===== src/agvr_pkg.sv =====
// ============================================================
// Purpose: Constants and carrier types for the gain and volume register bank
// Assumes: 16-bit register words on an 8-bit register address
// Notes:   Every offset, field position and reset value is named once here
// ============================================================
package agvr_pkg;

	// ============================================================
	// Bus geometry
	localparam int ADDR_WIDTH = 8;
	localparam int DATA_WIDTH = 16;

	// ============================================================
	// Register offsets
	localparam logic [7:0] LEFT_INPUT_PAIR1_GAIN_OFFSET  = 8'h18;
	localparam logic [7:0] LEFT_INPUT_PAIR2_GAIN_OFFSET  = 8'h19;
	localparam logic [7:0] RIGHT_INPUT_PAIR1_GAIN_OFFSET = 8'h1a;
	localparam logic [7:0] RIGHT_INPUT_PAIR2_GAIN_OFFSET = 8'h1b;
	localparam logic [7:0] LEFT_HEADPHONE_GAIN_OFFSET    = 8'h1c;
	localparam logic [7:0] RIGHT_HEADPHONE_GAIN_OFFSET   = 8'h1d;
	localparam logic [7:0] LINE_OUTPUT_GAIN_OFFSET       = 8'h1e;
	localparam logic [7:0] GAIN_PENDING_STATUS_OFFSET    = 8'h40;

	// ============================================================
	// Field positions
	localparam int APPLY_STROBE_BIT      = 8;
	localparam int INPUT_SILENCE_BIT     = 7;
	localparam int INPUT_ZERO_WAIT_BIT   = 6;
	localparam int INPUT_CODE_WIDTH      = 5;
	localparam int HP_ZERO_WAIT_BIT      = 7;
	localparam int HP_UNSILENCE_BIT      = 6;
	localparam int HP_CODE_WIDTH         = 6;
	localparam int LINE_NEG_SILENCE_BIT  = 6;
	localparam int LINE_POS_SILENCE_BIT  = 5;
	localparam int LINE_ATTENUATE_BIT    = 4;

	// ============================================================
	// Reset values
	localparam logic [4:0] INPUT_CODE_RESET      = 5'h0b;
	localparam logic       INPUT_SILENCE_RESET   = 1'h1;
	localparam logic       INPUT_ZERO_WAIT_RESET = 1'h0;
	localparam logic [5:0] HP_CODE_RESET         = 6'h2d;
	localparam logic       HP_UNSILENCE_RESET    = 1'h1;
	localparam logic       HP_ZERO_WAIT_RESET    = 1'h0;
	localparam logic       LINE_SILENCE_RESET    = 1'h1;
	localparam logic       LINE_ATTENUATE_RESET  = 1'h0;

	// ============================================================
	// Carrier types
	typedef struct packed {
		logic       silence;
		logic       zero_wait;
		logic [4:0] gain_code;
	} agvr_input_ctl_type;

	typedef struct packed {
		logic       zero_wait;
		logic       unsilence;
		logic [5:0] gain_code;
	} agvr_hp_ctl_type;

	typedef struct packed {
		logic neg_silence;
		logic pos_silence;
		logic attenuate;
	} agvr_line_ctl_type;

	localparam agvr_input_ctl_type INPUT_CTL_RESET = '{INPUT_SILENCE_RESET, INPUT_ZERO_WAIT_RESET, INPUT_CODE_RESET};
	localparam agvr_hp_ctl_type    HP_CTL_RESET    = '{HP_ZERO_WAIT_RESET, HP_UNSILENCE_RESET, HP_CODE_RESET};
	localparam agvr_line_ctl_type  LINE_CTL_RESET  = '{LINE_SILENCE_RESET, LINE_SILENCE_RESET, LINE_ATTENUATE_RESET};

endpackage : agvr_pkg


===== src/agvr_gain_hold.sv =====
// ============================================================
// Purpose: Holds the gain code that an amplifier really uses
// Assumes: zero_seen is already synchronised to core_clk
// Notes:   A deferred change waits for the zero crossing of its channel
// ============================================================
`timescale 1ns/1ns
module agvr_gain_hold #(
	parameter int                 WIDTH      = 5,
	parameter logic [WIDTH-1:0]   RESET_CODE = '0
) (
	input  wire logic             core_clk,
	input  wire logic             srst,
	input  wire logic             core_ce,
	input  wire logic [WIDTH-1:0] written_code,
	input  wire logic             apply,
	input  wire logic             zero_wait,
	input  wire logic             zero_seen,
	output logic      [WIDTH-1:0] applied_code,
	output logic                  pending
);

	logic [WIDTH-1:0] target_code;

	// ============================================================
	// Deferred target and its pending flag
	always_ff @(posedge core_clk) begin
		if (srst) begin
			target_code <= RESET_CODE;
			pending     <= 1'b0;
		end else if (core_ce) begin
			if (apply && zero_wait) begin
				// Wait for crossing, a newer apply replaces the target
				target_code <= written_code;
				pending     <= 1'b1;
			end else if (apply) begin
				pending <= 1'b0;
			end else if (pending && zero_seen) begin
				pending <= 1'b0;
			end
		end
	end

	// ============================================================
	// Gain in use by the amplifier
	always_ff @(posedge core_clk) begin
		if (srst) begin
			applied_code <= RESET_CODE;
		end else if (core_ce) begin
			if (apply && !zero_wait) begin
				// Immediate change when zero wait is off
				applied_code <= written_code;
			end else if (!apply && pending && zero_seen) begin
				applied_code <= target_code;
			end
		end
	end

endmodule : agvr_gain_hold


===== src/agvr_regs.sv =====
// ============================================================
// Purpose: Gain, mute and zero-cross register bank for input, headphone and line stages
// Assumes: Plain register port, read data one cycle after the read strobe
// Notes:   Zero-cross indications arrive from the analogue side and are synchronised
// Behaviour
// - Input gain code is five bits 4:0, resets to 0_1011.
// - Apply bit 8 on either pair-one register updates both pair-one gains together.
// - Apply bit 8 on either pair-two register updates both pair-two gains together.
// - Input silence bit 7 mutes when one, resets to one.
// - Zero wait clear, its reset value, applies a gain change immediately.
// - Zero wait bit 6 set defers a gain change until zero crossing.
// - Headphone gain code bits 5:0, minus 57 to plus 6 dB, resets 10_1101.
// - Apply bit 8 on either headphone register updates both headphone gains together.
// - Headphone zero wait bit 7 enables zero-cross changes, resets to zero.
// - Headphone unsilence bit 6, zero mutes, resets to one.
// - Line output negative and positive silence bits 6 and 5 reset to one.
// - Line output attenuate bit 4 selects minus 6 dB, resets to zero.
// ============================================================
//
// The plain strobed port was decided locally.
`timescale 1ns/1ns
module agvr_regs (
	input  wire logic                             core_clk,
	input  wire logic                             srst,
	input  wire logic                             core_ce,
	// Register port
	input  wire logic [agvr_pkg::ADDR_WIDTH-1:0]  reg_addr,
	input  wire logic [agvr_pkg::DATA_WIDTH-1:0]  reg_wdata,
	input  wire logic                             reg_write,
	input  wire logic                             reg_read,
	output logic      [agvr_pkg::DATA_WIDTH-1:0]  reg_rdata,
	// Zero crossings from the analogue side, asynchronous
	input  wire logic [3:0]                       input_zero_cross,
	input  wire logic [1:0]                       headphone_zero_cross,
	// Input amplifier controls, index 0 pair1 left, 1 pair1 right, 2 pair2 left, 3 pair2 right
	output logic      [3:0][4:0]                  input_gain_stage,
	output logic      [3:0]                       input_silence,
	// Headphone amplifier controls
	output logic      [5:0]                       headphone_left_gain_stage,
	output logic      [5:0]                       headphone_right_gain_stage,
	output logic                                  headphone_left_unsilence,
	output logic                                  headphone_right_unsilence,
	// Line output controls
	output logic                                  line_output_neg_silence,
	output logic                                  line_output_pos_silence,
	output logic                                  line_output_attenuate,
	// Deferred change status, inputs in 3:0, headphones in 5:4
	output logic      [5:0]                       gain_pending
);

	// ============================================================
	// Field unpacking and readback, used for each register of a kind
	function automatic agvr_pkg::agvr_input_ctl_type input_from_word(
		input logic [agvr_pkg::DATA_WIDTH-1:0] word
	);
		agvr_pkg::agvr_input_ctl_type ctl;
		ctl.silence   = word[agvr_pkg::INPUT_SILENCE_BIT];
		ctl.zero_wait = word[agvr_pkg::INPUT_ZERO_WAIT_BIT];
		ctl.gain_code = word[agvr_pkg::INPUT_CODE_WIDTH-1:0];
		return ctl;
	endfunction : input_from_word

	function automatic logic [agvr_pkg::DATA_WIDTH-1:0] input_to_word(
		input agvr_pkg::agvr_input_ctl_type ctl
	);
		logic [agvr_pkg::DATA_WIDTH-1:0] word;
		word = '0;
		word[agvr_pkg::INPUT_SILENCE_BIT]          = ctl.silence;
		word[agvr_pkg::INPUT_ZERO_WAIT_BIT]        = ctl.zero_wait;
		word[agvr_pkg::INPUT_CODE_WIDTH-1:0]       = ctl.gain_code;
		return word;
	endfunction : input_to_word

	function automatic agvr_pkg::agvr_hp_ctl_type hp_from_word(
		input logic [agvr_pkg::DATA_WIDTH-1:0] word
	);
		agvr_pkg::agvr_hp_ctl_type ctl;
		ctl.zero_wait = word[agvr_pkg::HP_ZERO_WAIT_BIT];
		ctl.unsilence = word[agvr_pkg::HP_UNSILENCE_BIT];
		ctl.gain_code = word[agvr_pkg::HP_CODE_WIDTH-1:0];
		return ctl;
	endfunction : hp_from_word

	function automatic logic [agvr_pkg::DATA_WIDTH-1:0] hp_to_word(
		input agvr_pkg::agvr_hp_ctl_type ctl
	);
		logic [agvr_pkg::DATA_WIDTH-1:0] word;
		word = '0;
		word[agvr_pkg::HP_ZERO_WAIT_BIT]        = ctl.zero_wait;
		word[agvr_pkg::HP_UNSILENCE_BIT]        = ctl.unsilence;
		word[agvr_pkg::HP_CODE_WIDTH-1:0]       = ctl.gain_code;
		return word;
	endfunction : hp_to_word

	// Write strobe with an address match
	function automatic logic write_hit(
		input logic                            write,
		input logic [agvr_pkg::ADDR_WIDTH-1:0] addr,
		input logic [agvr_pkg::ADDR_WIDTH-1:0] offset
	);
		return write && (addr == offset);
	endfunction : write_hit

	// ============================================================
	// Stored settings
	agvr_pkg::agvr_input_ctl_type [3:0] input_ctl;
	agvr_pkg::agvr_input_ctl_type [3:0] next_input_ctl;
	agvr_pkg::agvr_hp_ctl_type    [1:0] hp_ctl;
	agvr_pkg::agvr_hp_ctl_type    [1:0] next_hp_ctl;
	agvr_pkg::agvr_line_ctl_type        line_ctl;

	logic [3:0] input_hit;
	logic [1:0] hp_hit;
	logic       line_hit;
	logic       pair1_apply;
	logic       pair2_apply;
	logic       hp_apply;
	logic [3:0] input_apply;
	logic [3:0] input_zero_meta;
	logic [3:0] input_zero_sync;
	logic [1:0] hp_zero_meta;
	logic [1:0] hp_zero_sync;
	logic [5:0] hp_stage_code [1:0];

	// ============================================================
	// Address decode of writes
	assign input_hit[0] = write_hit(reg_write, reg_addr, agvr_pkg::LEFT_INPUT_PAIR1_GAIN_OFFSET);
	assign input_hit[1] = write_hit(reg_write, reg_addr, agvr_pkg::RIGHT_INPUT_PAIR1_GAIN_OFFSET);
	assign input_hit[2] = write_hit(reg_write, reg_addr, agvr_pkg::LEFT_INPUT_PAIR2_GAIN_OFFSET);
	assign input_hit[3] = write_hit(reg_write, reg_addr, agvr_pkg::RIGHT_INPUT_PAIR2_GAIN_OFFSET);
	assign hp_hit[0]    = write_hit(reg_write, reg_addr, agvr_pkg::LEFT_HEADPHONE_GAIN_OFFSET);
	assign hp_hit[1]    = write_hit(reg_write, reg_addr, agvr_pkg::RIGHT_HEADPHONE_GAIN_OFFSET);
	assign line_hit     = write_hit(reg_write, reg_addr, agvr_pkg::LINE_OUTPUT_GAIN_OFFSET);

	// ============================================================
	// Apply strobes, a written zero leaves the gains alone
	// strobe only
	assign pair1_apply = (input_hit[0] || input_hit[1]) && reg_wdata[agvr_pkg::APPLY_STROBE_BIT];
	assign pair2_apply = (input_hit[2] || input_hit[3]) && reg_wdata[agvr_pkg::APPLY_STROBE_BIT];
	assign hp_apply    = (hp_hit[0] || hp_hit[1]) && reg_wdata[agvr_pkg::APPLY_STROBE_BIT];
	assign input_apply = {pair2_apply, pair2_apply, pair1_apply, pair1_apply};

	// ============================================================
	// Next settings, so an apply in the same write uses the new code
	always_comb begin
		next_input_ctl = input_ctl;
		next_hp_ctl    = hp_ctl;
		for (int i = 0; i < 4; i++) begin
			if (input_hit[i]) begin
				next_input_ctl[i] = input_from_word(reg_wdata);
			end
		end
		for (int i = 0; i < 2; i++) begin
			if (hp_hit[i]) begin
				next_hp_ctl[i] = hp_from_word(reg_wdata);
			end
		end
	end

	// ============================================================
	// Input and headphone setting registers
	always_ff @(posedge core_clk) begin
		if (srst) begin
			input_ctl <= {4{agvr_pkg::INPUT_CTL_RESET}};
			hp_ctl    <= {2{agvr_pkg::HP_CTL_RESET}};
		end else if (core_ce) begin
			input_ctl <= next_input_ctl;
			hp_ctl    <= next_hp_ctl;
		end
	end

	// ============================================================
	// Line output register
	always_ff @(posedge core_clk) begin
		if (srst) begin
			line_ctl <= agvr_pkg::LINE_CTL_RESET;
		end else if (core_ce && line_hit) begin
			line_ctl.neg_silence <= reg_wdata[agvr_pkg::LINE_NEG_SILENCE_BIT];
			line_ctl.pos_silence <= reg_wdata[agvr_pkg::LINE_POS_SILENCE_BIT];
			line_ctl.attenuate   <= reg_wdata[agvr_pkg::LINE_ATTENUATE_BIT];
		end
	end

	// ============================================================
	// Zero-cross synchronisers, two stages each
	always_ff @(posedge core_clk) begin
		if (srst) begin
			input_zero_meta <= 4'h0;
			input_zero_sync <= 4'h0;
			hp_zero_meta    <= 2'h0;
			hp_zero_sync    <= 2'h0;
		end else if (core_ce) begin
			input_zero_meta <= input_zero_cross;
			input_zero_sync <= input_zero_meta;
			hp_zero_meta    <= headphone_zero_cross;
			hp_zero_sync    <= hp_zero_meta;
		end
	end

	// ============================================================
	// Gain in use per input amplifier
	for (genvar g = 0; g < 4; g++) begin : g_input_hold
		agvr_gain_hold #(
			.WIDTH      (agvr_pkg::INPUT_CODE_WIDTH),
			.RESET_CODE (agvr_pkg::INPUT_CODE_RESET)
		) u_hold (
			.core_clk     (core_clk),
			.srst         (srst),
			.core_ce      (core_ce),
			.written_code (next_input_ctl[g].gain_code),
			.apply        (input_apply[g]),
			.zero_wait    (next_input_ctl[g].zero_wait),
			.zero_seen    (input_zero_sync[g]),
			.applied_code (input_gain_stage[g]),
			.pending      (gain_pending[g])
		);
	end

	// ============================================================
	// Gain in use per headphone amplifier
	for (genvar g = 0; g < 2; g++) begin : g_hp_hold
		agvr_gain_hold #(
			.WIDTH      (agvr_pkg::HP_CODE_WIDTH),
			.RESET_CODE (agvr_pkg::HP_CODE_RESET)
		) u_hold (
			.core_clk     (core_clk),
			.srst         (srst),
			.core_ce      (core_ce),
			.written_code (next_hp_ctl[g].gain_code),
			.apply        (hp_apply),
			.zero_wait    (next_hp_ctl[g].zero_wait),
			.zero_seen    (hp_zero_sync[g]),
			.applied_code (hp_stage_code[g]),
			.pending      (gain_pending[4 + g])
		);
	end

	// ============================================================
	// Amplifier control outputs, mutes act at once
	always_comb begin
		for (int i = 0; i < 4; i++) begin
			input_silence[i] = input_ctl[i].silence;
		end
	end
	assign headphone_left_gain_stage  = hp_stage_code[0];
	assign headphone_right_gain_stage = hp_stage_code[1];
	assign headphone_left_unsilence   = hp_ctl[0].unsilence;
	assign headphone_right_unsilence  = hp_ctl[1].unsilence;
	assign line_output_neg_silence    = line_ctl.neg_silence;
	assign line_output_pos_silence    = line_ctl.pos_silence;
	assign line_output_attenuate      = line_ctl.attenuate;

	// ============================================================
	// Read data, one cycle after the read strobe, zero elsewhere
	always_ff @(posedge core_clk) begin
		if (srst) begin
			reg_rdata <= 16'h0000;
		end else if (core_ce) begin
			reg_rdata <= 16'h0000;
			if (reg_read) begin
				unique case (reg_addr)
					agvr_pkg::LEFT_INPUT_PAIR1_GAIN_OFFSET:  reg_rdata <= input_to_word(input_ctl[0]);
					agvr_pkg::RIGHT_INPUT_PAIR1_GAIN_OFFSET: reg_rdata <= input_to_word(input_ctl[1]);
					agvr_pkg::LEFT_INPUT_PAIR2_GAIN_OFFSET:  reg_rdata <= input_to_word(input_ctl[2]);
					agvr_pkg::RIGHT_INPUT_PAIR2_GAIN_OFFSET: reg_rdata <= input_to_word(input_ctl[3]);
					agvr_pkg::LEFT_HEADPHONE_GAIN_OFFSET:    reg_rdata <= hp_to_word(hp_ctl[0]);
					agvr_pkg::RIGHT_HEADPHONE_GAIN_OFFSET:   reg_rdata <= hp_to_word(hp_ctl[1]);
					agvr_pkg::LINE_OUTPUT_GAIN_OFFSET: begin
						reg_rdata[agvr_pkg::LINE_NEG_SILENCE_BIT] <= line_ctl.neg_silence;
						reg_rdata[agvr_pkg::LINE_POS_SILENCE_BIT] <= line_ctl.pos_silence;
						reg_rdata[agvr_pkg::LINE_ATTENUATE_BIT]   <= line_ctl.attenuate;
					end
					agvr_pkg::GAIN_PENDING_STATUS_OFFSET:    reg_rdata <= {10'h000, gain_pending};
					default:                                 reg_rdata <= 16'h0000;
				endcase
			end
		end
	end

endmodule : agvr_regs


===== config.mk =====
export PLATFORM = sky130hd
export DESIGN_NAME = agvr_regs
export DESIGN_NICKNAME = d
export VERILOG_FILES = /design/src/agvr_pkg.sv /design/src/agvr_gain_hold.sv /design/src/agvr_regs.sv
export SDC_FILE = /design/constraint.sdc
export NUM_CORES = 1
export LEC_CHECK = 0
export BUFFER_PORTS_ARGS = -buffer_cell sky130_fd_sc_hd__buf_4
export CAP_MARGIN = 20
export CORE_ASPECT_RATIO = 0.8
export CORE_MARGIN = 10
export CORE_UTILIZATION = 30
export CTS_CLUSTER_SIZE = 20
export DETAILED_ROUTE_END_ITERATION = 12
export GPL_TIMING_DRIVEN = 0
export SYNTH_ARGS = -nofsm -noshare
export SYNTH_HDL_FRONTEND = slang
export SYNTH_HIERARCHICAL = 1
export SYNTH_SLANG_ARGS = --single-unit

===== constraint.sdc =====
create_clock -name core_clk -period 6.25 [get_ports core_clk]
set_input_delay 1.25 -clock core_clk [delete_from_list [all_inputs] [get_ports core_clk]]
set_output_delay 1.25 -clock core_clk [all_outputs]
set_load 0.01 [all_outputs]

==> metrics.txt <==
cell type with the highest occurrence count on the critical path buf_4; CTS root buffer clkbuf_16; vias in the first global route 5,838; routed length per placed instance around 17 um; remaining global-route overflow 0; critical path class primary input to flip-flop; final RePlAce weighted congestion 0.9067; YS warnings 6; data arrival time at the worst-slack endpoint 4280 ps; part of the Yosys area used for sequential elements 0.4054; area of the core 22,320 sq um; clock latency at the later pin of the worst-skew pair 430 ps; part of the power in the clock network 0.514; Worst Hold Class flip-flop to flip-flop; number of gates given a new drive strength after cts 0; Die Height 154.3 um; synthesized instance count ~760; Crit path required time 6530 ps; P_int 0.001559 W; global-route wire length before repair 32,730 um; crit path cell chain buf_4 > buf_4 > clkbuf_1 > nand4_1 > a21boi_1 > buf_4 > nand2b_1 > a221oi_1 > a211oi_1; number of enable-type register cells in the synthesized netlist 0; maximum clock rate 250.0 MHz; CP Capture Type flip-flop; Post-Route Utilization 0.3767; Async S/R FF share, synth 0; top-level port count just under 100; type of origin of the critical path primary input; Setup Viol. Count Final 0; Reg power frac 0.438; Setup Buffers After CTS 0; DRT antenna net count 0; layout overhead on the synthesized area 24.25%; Max VDD drop 0.1379 mV; unrepaired setup endpoints after global routing no; TritonCTS clock tree yes; outcome complete, no violations; final number of hold-violating endpoints 0; maximum root-to-sink buffer count 2; Vias 5,886; count of pins over their slew limit 0; Antenna Cells 0; via density per instance 4.942; worst rel slew slack 0.4471; Syn Std Cell Area 6765 sq um; number of clock buffers inserted by TritonCTS 17; average instance area after synthesis between 8 and 9 sq um; maximum level of the CTS H-tree 4; most used cells in the layout excluding fill and tap cells 137 x dfxtp_1, 98 x buf_4, 97 x nand2_1, 91 x nor2_1, 47 x nand3_1; clock-pin slew on the worst setup and hold paths 60 ps; minimum clock period after layout 4000 ps; power per unit of standard cell area 239.4 nW/um^2; Pre-Repair DR Iteration Count 5; Initial DRC Count between 400 and 500; most common cell after layout, fill and taps aside dfxtp_1; Max Cap Viol 0; measured slew at the worst slew-check pin a little over 800 ps; Worst path max stage delay 700 ps; P_sw 0.0004535 W; HPWL after DPL 15,580 um; initial cell density of the core 0.3032; total DRC errors in the routed layout 0; switching part of the total power 0.2254; site row count between 40 and 50; die extent in x 187.9 um; skew final 10.54 ps; most frequently used flop master after synthesis dfxtp_1; Post-Route Setup TNS 0 ps; total leakage power 3.526 nW; net count reported at finish 907; final critical-path share of the clock period 0.6400; number of sinks driven by the clock tree ~140; antenna violations before repair 0; cts hold-fix bufs 0; total die area around 29,000 sq um; largest net degree at the start of global routing 38; maximum fanout count along the critical path 10; Cell variety after synth 59; final wirelength 20,620 um; total track usage 0.1415; part of the total power dissipated in combinational logic 0.048; slowest cell on the critical path a21boi_1; FF+latch count, synth 137; number of input and output port buffers inserted approximately 80; fraction of layout instances using a drive strength above 1 0.2181
critical path, delay by kind of cell:
family / cells / cell delay [ps]
AO/OA/AOI/OAI: 3 / 1160
buffers and inverters: 4 / 1150
AND/OR/NAND/NOR: 2 / 700
synth_stat cells, drive strengths merged (8+ instances only):
cell type	n	area share
dfxtp	137	0.41
nand2	98	0.055
nor2	96	0.057
nand3	47	0.035
mux2i	36	0.053
o21ai	36	0.027
nor2b	32	0.030
a211o	28	0.036
buf	28	0.032
inv	25	0.014
mux2	22	0.039
a21oi	21	0.016
o311ai	20	0.028
clkbuf	18	0.010
a211oi	14	0.016
a221oi	13	0.017
and3b	13	0.017
nand2b	9	0.0094
nand3b	8	0.012
logic make-up after synthesis:
| group | share of synthesized area |
|---|---|
| AND/OR/NAND/NOR | 0.2702 |
| AO/OA/AOI/OAI | 0.1618 |
| flip-flops | 0.4054 |
| buffers and inverters | 0.05548 |
| multiplexers | 0.1065 |
| other | 0.0005543 |
metal layers:
metal  vias to the layer above  global-route usage  routed length, um
met4                         0             0.04030                283
li1                       2945                   -                  -
met3                        25             0.04045               1173
met5                         -                   0                  0
met1                      2769              0.1927              10310
met2                       147              0.2128               8854
final cells by class:
cell class | count | area (sq um)
Buffer | 46 | 281.5
Clock buffer | 25 | 475.5
Clock inverter | 7 | 116.4
Fill cell | 2325 | 13910
Inverter | 25 | 93.84
Multi-Input combinational cell | 561 | 3679
Sequential cell | 137 | 2743
Tap cell | 306 | 382.9
Timing Repair Buffer | 84 | 634.4
power groups by stage:
stage | logic, W | registers (W) | clock network [W]
after detailed placement | 0.0000962 | 0.000900 | 0
after CTS | 0.0000964 | 0.000881 | 0.00105
after global routing | 0.000106 | 0.000881 | 0.00109
after floorplan | 0.0000483 | 0.000899 | 0
after global placement | 0.0000962 | 0.000900 | 0
final | 0.0000975 | 0.000881 | 0.00103
path summary, 6_finish.rpt:
kind,from,endpoint,slack [ps],cells after the start
worst min register to register,g_hp_hold[1].u_hold/target_code[1],g_hp_hold[1].u_hold/target_code[1],450,2
worst max register to register,hp_ctl[15],g_hp_hold[1].u_hold/applied_code[4],4620,5
worst min-delay path,g_hp_hold[1].u_hold/target_code[1],g_hp_hold[1].u_hold/target_code[1],450,2
worst max-delay path,reg_addr[0],g_input_hold[3].u_hold/applied_code[4],2250,9
registers in the layout (all words and copies together) (netlist names), 4 cells and up:
signal                            count
input_ctl                            24
g_input_hold.u_hold/applied_code     20
g_input_hold.u_hold/target_code      20
hp_ctl                               14
g_hp_hold.u_hold/applied_code        12
g_hp_hold.u_hold/target_code         12
reg_rdata                             8
g_input_hold.u_hold/pending           4
input_silence                         4
input_zero_meta                       4
input_zero_sync                       4
metrics by stage:
stage                     setup slack [ps]  hold slack (ps)  total power (W)  instance area [sq um]  cells
final                                 2250            453.3         0.002012                   8406   1191
after CTS                             2343            456.2         0.002023                   8406   1191
after floorplan                       2175            430.4        0.0009477                   6792    769
after global routing                  2068            475.4         0.002072                   8406   1191
after detailed placement              1923            448.2        0.0009964                   7814   1159
after global placement                1001            445.0        0.0009963                   7782   1156
(Power assumes the default switching activity.)
